### config.mk
export PLATFORM = sky130hd
export DESIGN_NAME = src_top
export DESIGN_NICKNAME = d
export VERILOG_FILES = /design/src/hw/src_pkg.sv /design/src/hw/src_sync.sv /design/src/hw/src_boot.sv /design/src/hw/src_top.sv
export SDC_FILE = /design/constraint.sdc
export NUM_CORES = 1
export LEC_CHECK = 0
export BUFFER_PORTS_ARGS = -buffer_cell sky130_fd_sc_hd__buf_2
export CAP_MARGIN = 20
export CORE_MARGIN = 4
export CORE_UTILIZATION = 45
export DETAILED_ROUTE_END_ITERATION = 10
export GPL_ROUTABILITY_DRIVEN = 1
export PLACE_DENSITY_LB_ADDON = 0.3
export SYNTH_ARGS = -nofsm -noshare
export SYNTH_HDL_FRONTEND = slang
export SYNTH_SLANG_ARGS = --single-unit
### constraint.sdc
create_clock -name pclk -period 0.8 [get_ports pclk]
set_input_delay 0.04 -clock pclk [delete_from_list [all_inputs] [get_ports pclk]]
set_output_delay 0.04 -clock pclk [all_outputs]
set_load 0.05 [all_outputs]
### src/hw/src_pkg.sv
// Package for the system reset controller: offsets, fields, reset values,
// timing constants and shared types.
// Assumes a 100 MHz pclk and an APB slave with 32-bit data.
package src_pkg;
  // Clock and timing
  localparam int CLK_MHZ = 100;
  localparam int RELEASE_NS = 100;
  localparam int RELEASE_CYC = (RELEASE_NS * CLK_MHZ + 999) / 1000;
  localparam logic [3:0] RELEASE_CNT = 4'(RELEASE_CYC);
  localparam int BOOT_NS = 30;
  localparam logic [3:0] BOOT_CNT = 4'((BOOT_NS * CLK_MHZ + 999) / 1000);

  // Register byte offsets
  localparam logic [11:0] OFS_IDENT_A = 12'h000;
  localparam logic [11:0] OFS_IDENT_B = 12'h004;
  localparam logic [11:0] OFS_CAP0 = 12'h008;
  localparam logic [11:0] OFS_SUPPLY_CTL = 12'h030;
  localparam logic [11:0] OFS_CAUSE = 12'h05c;
  localparam logic [11:0] OFS_OSC_CTL = 12'h07c;
  localparam logic [11:0] OFS_PERIPH0 = 12'h040;
  localparam logic [11:0] OFS_PERIPH1 = 12'h044;
  localparam logic [11:0] OFS_PERIPH2 = 12'h048;
  localparam logic [11:0] OFS_CORE_CTL = 12'h0d0;

  // Cause register bit positions
  localparam int CAUSE_EXT = 0;
  localparam int CAUSE_POR = 1;
  localparam int CAUSE_BOR = 2;
  localparam int CAUSE_WDT = 3;
  localparam int CAUSE_SW = 4;
  localparam int CAUSE_OSC = 5;
  localparam int CAUSE_W = 6;

  // Control field positions
  localparam int SUPPLY_BOR_EN = 1;
  localparam int OSC_CHECK_EN = 0;
  localparam int CORE_SYSREQ = 2;
  localparam int WDT_RST_EN = 1;

  // Reset values
  localparam logic [31:0] PERIPH_RST_VAL = 32'h0000_0000;
  localparam logic [5:0] CAUSE_RST_VAL = 6'h02;

  // Identification values, arbitrary
  localparam logic [31:0] IDENT_A_VAL = 32'h1234_0001;
  localparam logic [31:0] IDENT_B_VAL = 32'h0000_00a5;
  localparam logic [31:0] CAP0_VAL = 32'h0010_0020;

  // Controller phases, Gray along the usual path
  typedef enum logic [1:0] {
    SRC_HOLD = 2'b00,
    SRC_SYNC = 2'b01,
    SRC_BOOT = 2'b11,
    SRC_RUN = 2'b10
  } src_state_t;

  // Reset requests gathered from the sources
  typedef struct packed {
    logic por;
    logic ext;
    logic bor;
    logic sw;
    logic wdt;
    logic osc;
  } src_req_t;

  // Domain resets, active high
  typedef struct packed {
    logic core;
    logic tap;
    logic tap_pins;
    logic periph;
  } src_dom_t;
endpackage

### src/hw/src_sync.sv
// Reset synchroniser: asserts at once, releases after two pclk edges.
// Assumes a single pclk domain.
`timescale 1ns/1ns
module src_sync (
  // Clock and asynchronous request
  input wire logic pclk,
  input wire logic req_n,
  // Synchronised release
  output logic rst_n
);
  logic stage1;

  // Two flops, reset asynchronously by the request
  always_ff @(posedge pclk or negedge req_n) begin
    if (!req_n) begin
      stage1 <= 1'b0;
      rst_n <= 1'b0;
    end else begin
      stage1 <= 1'b1;
      rst_n <= stage1;
    end
  end
endmodule

### src/hw/src_boot.sv
// Boot fetch sequencer: after release, strobes stack pointer, program
// counter and first instruction fetch, then signals execution.
// Assumes the core reacts to one-cycle fetch strobes.
`timescale 1ns/1ns
module src_boot (
  // Clock and reset
  input wire logic pclk,
  input wire logic presetn,
  // Control
  input wire logic start,
  // Fetch strobes
  output logic fetch_sp,
  output logic fetch_pc,
  output logic fetch_insn,
  output logic running
);
  logic [1:0] step;

  // Walks the three fetches in order
  always_ff @(posedge pclk or negedge presetn) begin
    if (!presetn) begin
      step <= 2'h0;
      fetch_sp <= 1'b0;
      fetch_pc <= 1'b0;
      fetch_insn <= 1'b0;
      running <= 1'b0;
    end else begin
      fetch_sp <= 1'b0;
      fetch_pc <= 1'b0;
      fetch_insn <= 1'b0;
      if (!start) begin
        step <= 2'h0;
        running <= 1'b0;
      end else if (!running) begin
        step <= step + 2'h1;
        fetch_sp <= (step == 2'h0);
        fetch_pc <= (step == 2'h1);
        fetch_insn <= (step == 2'h2);
        running <= (step == 2'h3);
      end
    end
  end
endmodule

### src/hw/src_top.sv
// System reset controller: gathers six sources, steers domain resets,
// sequences release and boot fetch, keeps sticky causes, APB registers.
// Assumes sources are synchronous to pclk; presetn is the power-on level.
`timescale 1ns/1ns
module src_top (
  // Clock and power-on reset
  input wire logic pclk,
  input wire logic presetn,
  // APB slave
  input wire logic psel,
  input wire logic penable,
  input wire logic pwrite,
  input wire logic [11:0] paddr,
  input wire logic [31:0] pwdata,
  output logic [31:0] prdata,
  output logic pready,
  output logic pslverr,
  // Reset sources
  input wire logic ext_rst_n,
  input wire logic brownout_low,
  input wire logic wdt_second_timeout,
  input wire logic osc_fail_detect,
  // Domain resets, active low
  output logic core_rst_n,
  output logic tap_rst_n,
  output logic tap_pins_rst_n,
  output logic [95:0] periph_rst_n,
  // Brown-out interrupt request
  output logic brownout_irq,
  // Oscillator check enable to detector
  output logic osc_check_enable,
  // Boot fetch strobes
  output logic fetch_sp,
  output logic fetch_pc,
  output logic fetch_insn,
  output logic core_running
);
  src_pkg::src_req_t req;
  src_pkg::src_state_t state;
  src_pkg::src_state_t next_state;
  logic [31:0] supply_reset_control_reg;
  logic [31:0] main_osc_control_reg;
  logic [31:0] core_int_reset_control;
  logic [31:0] peripheral_reset_regs [3];
  logic [src_pkg::CAUSE_W-1:0] reset_cause_reg;
  logic system_reset_request;
  logic any_req;
  logic sys_rst_n;
  logic [3:0] cnt;
  logic in_reset;
  logic wr_en;
  logic rd_en;
  logic hit;
  logic [31:0] rd_val;

  // Word match helper used by read and write decode
  function automatic logic at(input logic [11:0] a, input logic [11:0] o);
    at = (a[11:2] == o[11:2]);
  endfunction

  // Cause bits raised by live requests; power-on is set by presetn alone
  function automatic logic [src_pkg::CAUSE_W-1:0] set_mask(
    input src_pkg::src_req_t r);
    set_mask = '0;
    set_mask[src_pkg::CAUSE_EXT] = r.ext;
    set_mask[src_pkg::CAUSE_BOR] = r.bor;
    set_mask[src_pkg::CAUSE_WDT] = r.wdt;
    set_mask[src_pkg::CAUSE_SW] = r.sw;
    set_mask[src_pkg::CAUSE_OSC] = r.osc;
  endfunction

  assign wr_en = psel && penable && pwrite;
  assign rd_en = psel && !penable && !pwrite;
  assign pready = 1'b1;
  assign system_reset_request = core_int_reset_control[src_pkg::CORE_SYSREQ];

  // Gather the six sources
  always_comb begin
    req.por = !presetn; // power-on is the presetn level itself
    req.ext = !ext_rst_n;
    req.bor = brownout_low &&
      supply_reset_control_reg[src_pkg::SUPPLY_BOR_EN];
    req.sw = system_reset_request;
    req.wdt = wdt_second_timeout;
    req.osc = osc_fail_detect &&
      main_osc_control_reg[src_pkg::OSC_CHECK_EN];
  end

  assign any_req = |req;
  assign brownout_irq = brownout_low &&
    !supply_reset_control_reg[src_pkg::SUPPLY_BOR_EN];
  assign osc_check_enable = main_osc_control_reg[src_pkg::OSC_CHECK_EN];

  // Combined request with synchronised release
  src_sync u_sync (
    .pclk(pclk),
    .req_n(presetn && !any_req),
    .rst_n(sys_rst_n)
  );

  // Release sequencer
  always_comb begin
    next_state = state;
    case (state)
      src_pkg::SRC_HOLD: begin
        if (sys_rst_n) begin
          next_state = src_pkg::SRC_SYNC;
        end
      end
      src_pkg::SRC_SYNC: begin
        if (cnt == src_pkg::RELEASE_CNT) begin
          next_state = src_pkg::SRC_BOOT;
        end
      end
      src_pkg::SRC_BOOT: begin
        if (core_running) begin
          next_state = src_pkg::SRC_RUN;
        end
      end
      src_pkg::SRC_RUN: begin
        next_state = src_pkg::SRC_RUN;
      end
      default: begin
        next_state = src_pkg::SRC_HOLD;
      end
    endcase
    if (!sys_rst_n) begin
      next_state = src_pkg::SRC_HOLD;
    end
  end

  // State register
  always_ff @(posedge pclk or negedge presetn) begin
    if (!presetn) begin
      state <= src_pkg::SRC_HOLD;
    end else begin
      state <= next_state;
    end
  end

  // Release delay counter
  always_ff @(posedge pclk or negedge presetn) begin
    if (!presetn) begin
      cnt <= 4'h0;
    end else if (state == src_pkg::SRC_SYNC) begin
      cnt <= cnt + 4'h1;
    end else begin
      cnt <= 4'h0;
    end
  end

  assign in_reset = (state == src_pkg::SRC_HOLD) ||
    (state == src_pkg::SRC_SYNC);

  // Domain resets: core from every system source, test port from power-on only, test pins from power-on and the pin
  always_ff @(posedge pclk or negedge presetn) begin
    if (!presetn) begin
      core_rst_n <= 1'b0;
      tap_rst_n <= 1'b0;
      tap_pins_rst_n <= 1'b0;
    end else begin
      core_rst_n <= !in_reset;
      tap_rst_n <= 1'b1;
      tap_pins_rst_n <= ext_rst_n;
    end
  end

  // Peripheral resets: system reset or the unit's own bit, all domains
  always_ff @(posedge pclk or negedge presetn) begin
    if (!presetn) begin
      periph_rst_n <= '0;
    end else begin
      for (int i = 0; i < 3; i++) begin
        periph_rst_n[i*32 +: 32] <=
          ~(peripheral_reset_regs[i] | {32{in_reset}});
      end
    end
  end

  // Boot fetch after release
  src_boot u_boot (
    .pclk(pclk),
    .presetn(presetn),
    .start(state == src_pkg::SRC_BOOT || state == src_pkg::SRC_RUN),
    .fetch_sp(fetch_sp),
    .fetch_pc(fetch_pc),
    .fetch_insn(fetch_insn),
    .running(core_running)
  );

  // Sticky cause bits; set wins over a software clear
  always_ff @(posedge pclk or negedge presetn) begin
    if (!presetn) begin
      reset_cause_reg <= src_pkg::CAUSE_RST_VAL;
    end else begin
      if (wr_en && at(paddr, src_pkg::OFS_CAUSE)) begin
        reset_cause_reg <= pwdata[src_pkg::CAUSE_W-1:0] |
          set_mask(req);
      end else begin
        reset_cause_reg <= reset_cause_reg |
          set_mask(req);
      end
    end
  end

  // Control registers; cleared by power-on only
  always_ff @(posedge pclk or negedge presetn) begin
    if (!presetn) begin
      supply_reset_control_reg <= 32'h0000_0000;
      main_osc_control_reg <= 32'h0000_0000;
    end else if (wr_en) begin
      if (at(paddr, src_pkg::OFS_SUPPLY_CTL)) begin
        supply_reset_control_reg <= {30'h0, pwdata[1], 1'b0};
      end
      if (at(paddr, src_pkg::OFS_OSC_CTL)) begin
        main_osc_control_reg <= {31'h0, pwdata[0]};
      end
    end
  end

  // System request bit self-clears once reset has taken hold
  always_ff @(posedge pclk or negedge presetn) begin
    if (!presetn) begin
      core_int_reset_control <= 32'h0000_0000;
    end else if (wr_en && at(paddr, src_pkg::OFS_CORE_CTL)) begin
      core_int_reset_control <= {29'h0, pwdata[2], 2'h0};
    end else if (!sys_rst_n) begin
      core_int_reset_control <= 32'h0000_0000;
    end
  end

  // Peripheral reset registers
  always_ff @(posedge pclk or negedge presetn) begin
    if (!presetn) begin
      for (int i = 0; i < 3; i++) begin
        peripheral_reset_regs[i] <= src_pkg::PERIPH_RST_VAL;
      end
    end else if (wr_en) begin
      if (at(paddr, src_pkg::OFS_PERIPH0)) begin
        peripheral_reset_regs[0] <= pwdata;
      end
      if (at(paddr, src_pkg::OFS_PERIPH1)) begin
        peripheral_reset_regs[1] <= pwdata;
      end
      if (at(paddr, src_pkg::OFS_PERIPH2)) begin
        peripheral_reset_regs[2] <= pwdata;
      end
    end
  end

  // Read mux
  always_comb begin
    hit = 1'b1;
    rd_val = 32'h0000_0000;
    if (at(paddr, src_pkg::OFS_IDENT_A)) begin
      rd_val = src_pkg::IDENT_A_VAL;
    end else if (at(paddr, src_pkg::OFS_IDENT_B)) begin
      rd_val = src_pkg::IDENT_B_VAL;
    end else if (at(paddr, src_pkg::OFS_CAP0)) begin
      rd_val = src_pkg::CAP0_VAL;
    end else if (at(paddr, src_pkg::OFS_SUPPLY_CTL)) begin
      rd_val = supply_reset_control_reg;
    end else if (at(paddr, src_pkg::OFS_CAUSE)) begin
      rd_val = {26'h0, reset_cause_reg};
    end else if (at(paddr, src_pkg::OFS_OSC_CTL)) begin
      rd_val = main_osc_control_reg;
    end else if (at(paddr, src_pkg::OFS_PERIPH0)) begin
      rd_val = peripheral_reset_regs[0];
    end else if (at(paddr, src_pkg::OFS_PERIPH1)) begin
      rd_val = peripheral_reset_regs[1];
    end else if (at(paddr, src_pkg::OFS_PERIPH2)) begin
      rd_val = peripheral_reset_regs[2];
    end else if (at(paddr, src_pkg::OFS_CORE_CTL)) begin
      rd_val = core_int_reset_control;
    end else begin
      hit = 1'b0;
    end
  end

  // Read data captured in setup, error flagged for unmapped words
  always_ff @(posedge pclk or negedge presetn) begin
    if (!presetn) begin
      prdata <= 32'h0000_0000;
      pslverr <= 1'b0;
    end else if (psel && !penable) begin
      prdata <= rd_en ? rd_val : 32'h0000_0000;
      pslverr <= !hit;
    end
  end

  // Checks
  bor_gate_a: assert property (@(posedge pclk) disable iff (!presetn)
    brownout_low && !supply_reset_control_reg[src_pkg::SUPPLY_BOR_EN]
    |-> brownout_irq && !req.bor)
    else $error("brown-out reset without enable");
  bor_hold_a: assert property (@(posedge pclk) disable iff (!presetn)
    req.bor |-> ##2 !core_rst_n)
    else $error("brown-out did not hold core");
  cause_set_a: assert property (@(posedge pclk) disable iff (!presetn)
    req.wdt |=> reset_cause_reg[src_pkg::CAUSE_WDT])
    else $error("watchdog cause not set");
  ext_cause_a: assert property (@(posedge pclk) disable iff (!presetn)
    req.ext |=> reset_cause_reg[src_pkg::CAUSE_EXT])
    else $error("pin cause not set");
  cause_sticky_a: assert property (@(posedge pclk) disable iff (!presetn)
    reset_cause_reg[src_pkg::CAUSE_POR] &&
    !(wr_en && at(paddr, src_pkg::OFS_CAUSE))
    |=> reset_cause_reg[src_pkg::CAUSE_POR])
    else $error("cause bit lost");
  tap_keep_a: assert property (@(posedge pclk) disable iff (!presetn)
    $past(presetn) |-> tap_rst_n)
    else $error("test port reset by non power-on source");
  sys_req_a: assert property (@(posedge pclk) disable iff (!presetn)
    req.sw |-> ##[1:3] !core_rst_n)
    else $error("system request did not reset core");
  periph_sel_a: assert property (@(posedge pclk) disable iff (!presetn)
    peripheral_reset_regs[0] != 32'h0000_0000
    |=> (periph_rst_n[31:0] & $past(peripheral_reset_regs[0])) ==
      32'h0000_0000)
    else $error("peripheral bit did not reset unit");
  boot_order_a: assert property (@(posedge pclk) disable iff (!presetn)
    fetch_sp |=> fetch_pc ##1 fetch_insn)
    else $error("boot fetch out of order");
  release_a: assert property (@(posedge pclk) disable iff (!presetn)
    $rose(core_rst_n) |-> $past(state, 2) == src_pkg::SRC_SYNC)
    else $error("core released without sync phase");
endmodule

* After elaboration in Yosys (flattened, before gate mapping)
Cells that the tools add are included.
** Word-level totals
- Flip-flop bits (word level) :: 282
- Bits of input ports :: 53
- Output and inout port bits :: 139
- Word-level logic and storage cells :: 121
** Operators by class
- Bitwise gates (word level) :: 8
- Reductions and logical operators :: 30
- $add $sub $neg :: 2
- Multiplexer cells :: 39
- Equal/unequal tests :: 20
** Operators by type and width (count)
- 32-bit two-way mux :: 13
- 32-bit inverter :: 3
- 32-bit bitwise OR :: 3
- 10-bit by 5-bit == test with 1-bit output (second input constant) :: 5
- 1-bit two-way mux :: 18
- 6-bit bitwise OR :: 2
- 2-bit AND reduction :: 6
- 10-bit by 1-bit == test with 1-bit output (second input constant) :: 1
- 10-bit by 2-bit == test with 1-bit output (second input constant) :: 1
- 10-bit by 4-bit == test with 1-bit output (second input constant) :: 1
- 10-bit by 6-bit == test with 1-bit output (second input constant) :: 1
- 1-bit logical AND :: 10
- 10-bit logical NOT :: 1
- 2-bit two-way mux :: 5
- 2-bit == test (second input constant) :: 4
- 1-bit logical NOT :: 8
- 2-bit case mux with 4 select lines :: 1
- 6-bit two-way mux :: 1
- 6-bit OR reduction :: 1
- 4-bit by 1-bit adder with 4-bit output (second input constant) :: 1
- 2-bit by 1-bit == test with 1-bit output (second input constant) :: 2
- 4-bit == test (second input constant) :: 1
- 2-bit logical NOT :: 2
- 4-bit two-way mux :: 1
- other kinds (5) :: 7

* Depth between registers and ports, before layout
- Depth in word-level cells :: 12
- Mapped depth :: 6
- Depth with buffers taken out :: 4

* Modules after synthesis
From an unflattened synthesis, not the netlist that was laid out.
** Second synthesis, totals
- Cell total of the unflattened synthesis :: 819
- Area total of the unflattened synthesis :: 9962.1 um^2
** Modules (own cells, without submodules)
- src_top :: cells each 795, instances 1, seq. area each 6082.1 um^2, area each 9636.7 um^2
- src_boot :: cells each 21, instances 1, seq. area each 150.1 um^2, area each 271.5 um^2
- src_sync :: cells each 3, instances 1, seq. area each 50.0 um^2, area each 53.8 um^2

* Worst setup path after synthesis
No wires, ideal clock.
- Path kind :: input-to-reg
- Start :: in paddr[7]
- End :: reg reset_cause_reg[3] (netlist name)
- Arrival time :: 1533 ps
- Slack :: -857 ps
- Cell stages on the path :: 5
- Data required time :: 676 ps
- Library setup time :: 124 ps
- Path buffers :: 1
- Cell sequence :: or4b_1 -> buf_6 -> nor4_4 -> nor2b_1 -> a211o_1
** On the way
- Longest elaborated chain between the ends :: 3
** Ends and longest elaborated chain
- start: declaration :: line src_top.sv:13 : input wire logic [11:0] paddr,
- 10-bit by 5-bit == test with 1-bit output :: line src_top.sv:58 : at = (a[11:2] == o[11:2]);
- 1-bit logical AND :: line src_top.sv:196 : if (wr_en && at(paddr, src_pkg::OFS_CAUSE)) begin
- 6-bit two-way mux :: line src_top.sv:196
- end signal: assignment :: line src_top.sv:194 : reset_cause_reg <= src_pkg::CAUSE_RST_VAL;
- end signal: assignment :: line src_top.sv:197 : reset_cause_reg <= pwdata[src_pkg::CAUSE_W-1:0] |
- end signal: assignment :: line src_top.sv:200 : reset_cause_reg <= reset_cause_reg |
- end: declaration :: line src_top.sv:45 : logic [src_pkg::CAUSE_W-1:0] reset_cause_reg;
No other way between the ends.
A chain may end at the register's enable or synchronous reset.

* Worst setup path after layout
- Start :: reg supply_reset_control_reg[1]
- End :: out brownout_irq
** On the way
- Longest elaborated chain between the ends :: 2
** Ends and longest elaborated chain
- start: declaration :: line src_top.sv:41 : logic [31:0] supply_reset_control_reg;
- start signal: assignment :: line src_top.sv:213 : supply_reset_control_reg <= {30'h0, pwdata[1], 1'b0};
- 1-bit logical NOT :: line src_top.sv:91 : !supply_reset_control_reg[src_pkg::SUPPLY_BOR_EN];
- 1-bit logical AND :: line src_top.sv:90 : assign brownout_irq = brownout_low &&
- end: declaration :: line src_top.sv:29 : output logic brownout_irq,
No other way between the ends.

==> impl_metrics.env <==
export IMPL_wl_per_cell_um=22.9
export IMPL_worst_hold_slack_ns=-0.271
export IMPL_synth_compound_area_share=0.0777
export IMPL_grt_max_degree=57
export IMPL_synth_simple_area_share=0.128
export IMPL_p_leak_nw=8.36
export IMPL_critPathArrivalTime_ns=1.30
export IMPL_die_height_um=157
export IMPL_antenna_found_initial=0
export IMPL_cts_clk_slew_worst_paths_ns=0.06
export IMPL_layout_setup_ws_ns=-0.537
export IMPL_finalNetCount=1272
export IMPL_wirelength_um=34600
export IMPL_grtUsageTotal=0.268
export IMPL_die_area_um2=24700
export IMPL_grt_pass1_wl_um=50900
export IMPL_synth_top_family_by_area="simple AND/OR/NAND/NOR gates"
export IMPL_fmax_mhz=748
export IMPL_vias_per_cell=5.41
export IMPL_p_per_area_nw_per_um2=1630
export IMPL_htree_levels=1
export IMPL_ir_drop_mv=1.19
export IMPL_num_antenna_cells=0
export IMPL_muxShareOfSynthArea=0.119
export IMPL_clock_root_buffer="clkbuf_16"
export IMPL_dr_pass1_iters=5
export IMPL_cp_end_kind="primary output"
export IMPL_clk_latency_ns=0.52
export IMPL_yosys_most_used_dff="dfrtp_1"
export IMPL_critPathMaxFanout=3
export IMPL_async_flop_share=1.00
export IMPL_initial_core_util=0.458
export IMPL_top_regs="periph_rst_n: 96 flops, peripheral_reset_regs: 96 flops, prdata: 32 flops"
export IMPL_hold_violations=13
export IMPL_failed_checks="negative hold slack, negative setup slack"
export IMPL_drtAntennaViolNets=0
export IMPL_cts_tree="built"
export IMPL_drv_cap=0
export IMPL_cts_buffers=26
export IMPL_hold_buffers=36
export IMPL_drtIter0Drc=595
export IMPL_synth_seq_cells=251
export IMPL_core_area_um2=21800
export IMPL_synth_xor_area_frac=0.00263
export IMPL_portBuffers=188
export IMPL_postSynthCellCount=779
export IMPL_fp_row_count=54
export IMPL_rsz0062_at_grt="yes"
export IMPL_p_total_w=0.0278
export IMPL_vias=8186
export IMPL_drc_errors=0
export IMPL_synth_area_um2=10000
export IMPL_clock_skew_final_ns=0.0142
export IMPL_cts_buffer_depth=3
export IMPL_design_area_um2=17000
export IMPL_grt_pass1_vias=8886
export IMPL_dpl_cell_area_um2=12600
export IMPL_yosysSeqAreaShare=0.628
export IMPL_critPathRequiredTime_ns=0.76
export IMPL_yosys_warnings=0
export IMPL_setup_worst_path_class="flop to primary output"
export IMPL_fp_dieW_um=157
export IMPL_start_kind="flop"
export IMPL_gp_congestion=0.898
export IMPL_syn_avg_cell_area_um2=12.8
export IMPL_setup_violations=387
export IMPL_slew_violations=0
export IMPL_final_min_clock_period_ns=1.34
export IMPL_final_fill_count=1183
export IMPL_drive_above_1_share=0.587
export IMPL_final_cell_mix="dfrtp_1, buf_6, buf_4, nor2b_4, mux2_2"
export IMPL_status="complete, but fails checks"
export IMPL_synth_edf_count=0
export IMPL_grt_overflow_total=0
export IMPL_fin_crit_sh=1.67
export IMPL_cts_sink_count=251
export IMPL_ys_types=58
export IMPL_synthAdderAreaFrac=0.00750
export IMPL_area_delta_synth_final_pct=70.1
export IMPL_dp_hpwl_um=18600
export IMPL_hp_class="primary input to async pin"
export IMPL_final_common_cell="dfrtp_1"
export IMPL_ioPinCount=192
worst max-delay path, stage by stage, from the launching register on:
cell     delay, ns
dfrtp_1       0.39
buf_6         0.13
nor2b_4       0.11
buf_8         0.15
metal layers:
layer  up-vias  global-route usage  routed length, µm
met2       345               0.477              18300
met1      4174               0.341              13400
met4         0              0.0836               1090
li1       3580                   -                  -
met5         -                   0                  0
met3        87              0.0393               1810
Yosys cell counts, drive strengths merged, types with 4 or more instances:
| master | n | share of area |
|---|---|---|
| dfrtp | 250 | 0.63 |
| nor2b | 103 | 0.064 |
| mux2 | 99 | 0.11 |
| o21ai | 49 | 0.025 |
| nand2 | 43 | 0.016 |
| clkbuf | 38 | 0.014 |
| inv | 32 | 0.012 |
| o221ai | 24 | 0.021 |
| nand3 | 11 | 0.0080 |
| nor2 | 11 | 0.0058 |
| buf | 10 | 0.0098 |
| nand2b | 9 | 0.0056 |
| mux2i | 8 | 0.0080 |
| nor3 | 8 | 0.0040 |
| nor4 | 7 | 0.0059 |
| ha | 6 | 0.0075 |
| o211ai | 6 | 0.0045 |
| a22oi | 5 | 0.0038 |
| and2 | 5 | 0.0031 |
| a21oi | 4 | 0.0020 |
| nand3b | 4 | 0.0030 |
| or4 | 4 | 0.0031 |
through the flow:
| step | util | worst slack (ns) | setup TNS, ns | hold slack [ns] | cells |
|---|---|---|---|---|---|
| floorplan | - | -0.785 | -94.99 | -0.256 | 781 |
| global placement | 0.578 | -0.899 | -129.32 | -0.116 | 1350 |
| CTS | 0.757 | -0.551 | -128.24 | -0.257 | 1495 |
| global route | 0.780 | -0.574 | -140.09 | -0.256 | 1512 |
| finish | 0.780 | -0.537 | -131.33 | -0.271 | 1512 |
| detailed placement | 0.578 | -0.910 | -132.80 | -0.116 | 1350 |
area by class of cell:
class                   instances  area, µm²  share of cell area
clock buffers                  36        779              0.0458
clock inverters                11        164             0.00963
inverters                      32        120             0.00706
multi-input cells             450       4560               0.268
flip-flops and latches        251       6290               0.369
well taps                     280        350              0.0206
repair buffers                452       4760               0.279
report_power, final:
part	internal, W	leakage, nW	switching, W
registers	0.0128	3.47	0.0000552
logic	0.000795	4.43	0.00104
clock network	0.00808	0.462	0.00503
logic make-up (layout without fill, tap and decap cells):
kind of cell	count (synthesis)	count (layout)
DFF	251	251
AOI/OAI and AO/OA	114	114
adders and majority gates	6	6
other	1	3
xor gates and xnor gates	3	3
buffers and inverters	80	531
muxes	107	107
and+or+nand+nor	217	217
repair_timing:
| item | CTS | global route |
|---|---|---|
| pin swaps | 49 | 25 |
| endpoints found under the hold margin | 357 | 13 |
| buffers inserted | 42 | 26 |
| gates resized for setup | 496 | 100 |
| cloned | 22 | 0 |
| endpoints found under the setup margin | 386 | 387 |
path summary, 6_finish.rpt:
check                                                        start                            to  slack [ns]  cells after the start
setup / recovery           supply_reset_control_reg[1]$_DFFE_PN0P_                  brownout_irq       -0.54                      3
hold / removal                                        brownout_low        u_sync.rst_n$_DFF_PN0_       -0.27                      4
setup reg to reg                              state[1]$_DFFE_PN0P_    periph_rst_n[44]$_DFF_PN0_       -0.44                      4
hold reg to reg                            u_sync.stage1$_DFF_PN0_        u_sync.rst_n$_DFF_PN0_        0.36                      0
max in group asynchronous      main_osc_control_reg[0]$_DFFE_PN0P_       u_sync.stage1$_DFF_PN0_       -0.09                      5
min in group pclk                                     brownout_low  reset_cause_reg[2]$_DFF_PN0_       -0.13                      3
(Power assumes the default switching activity.)
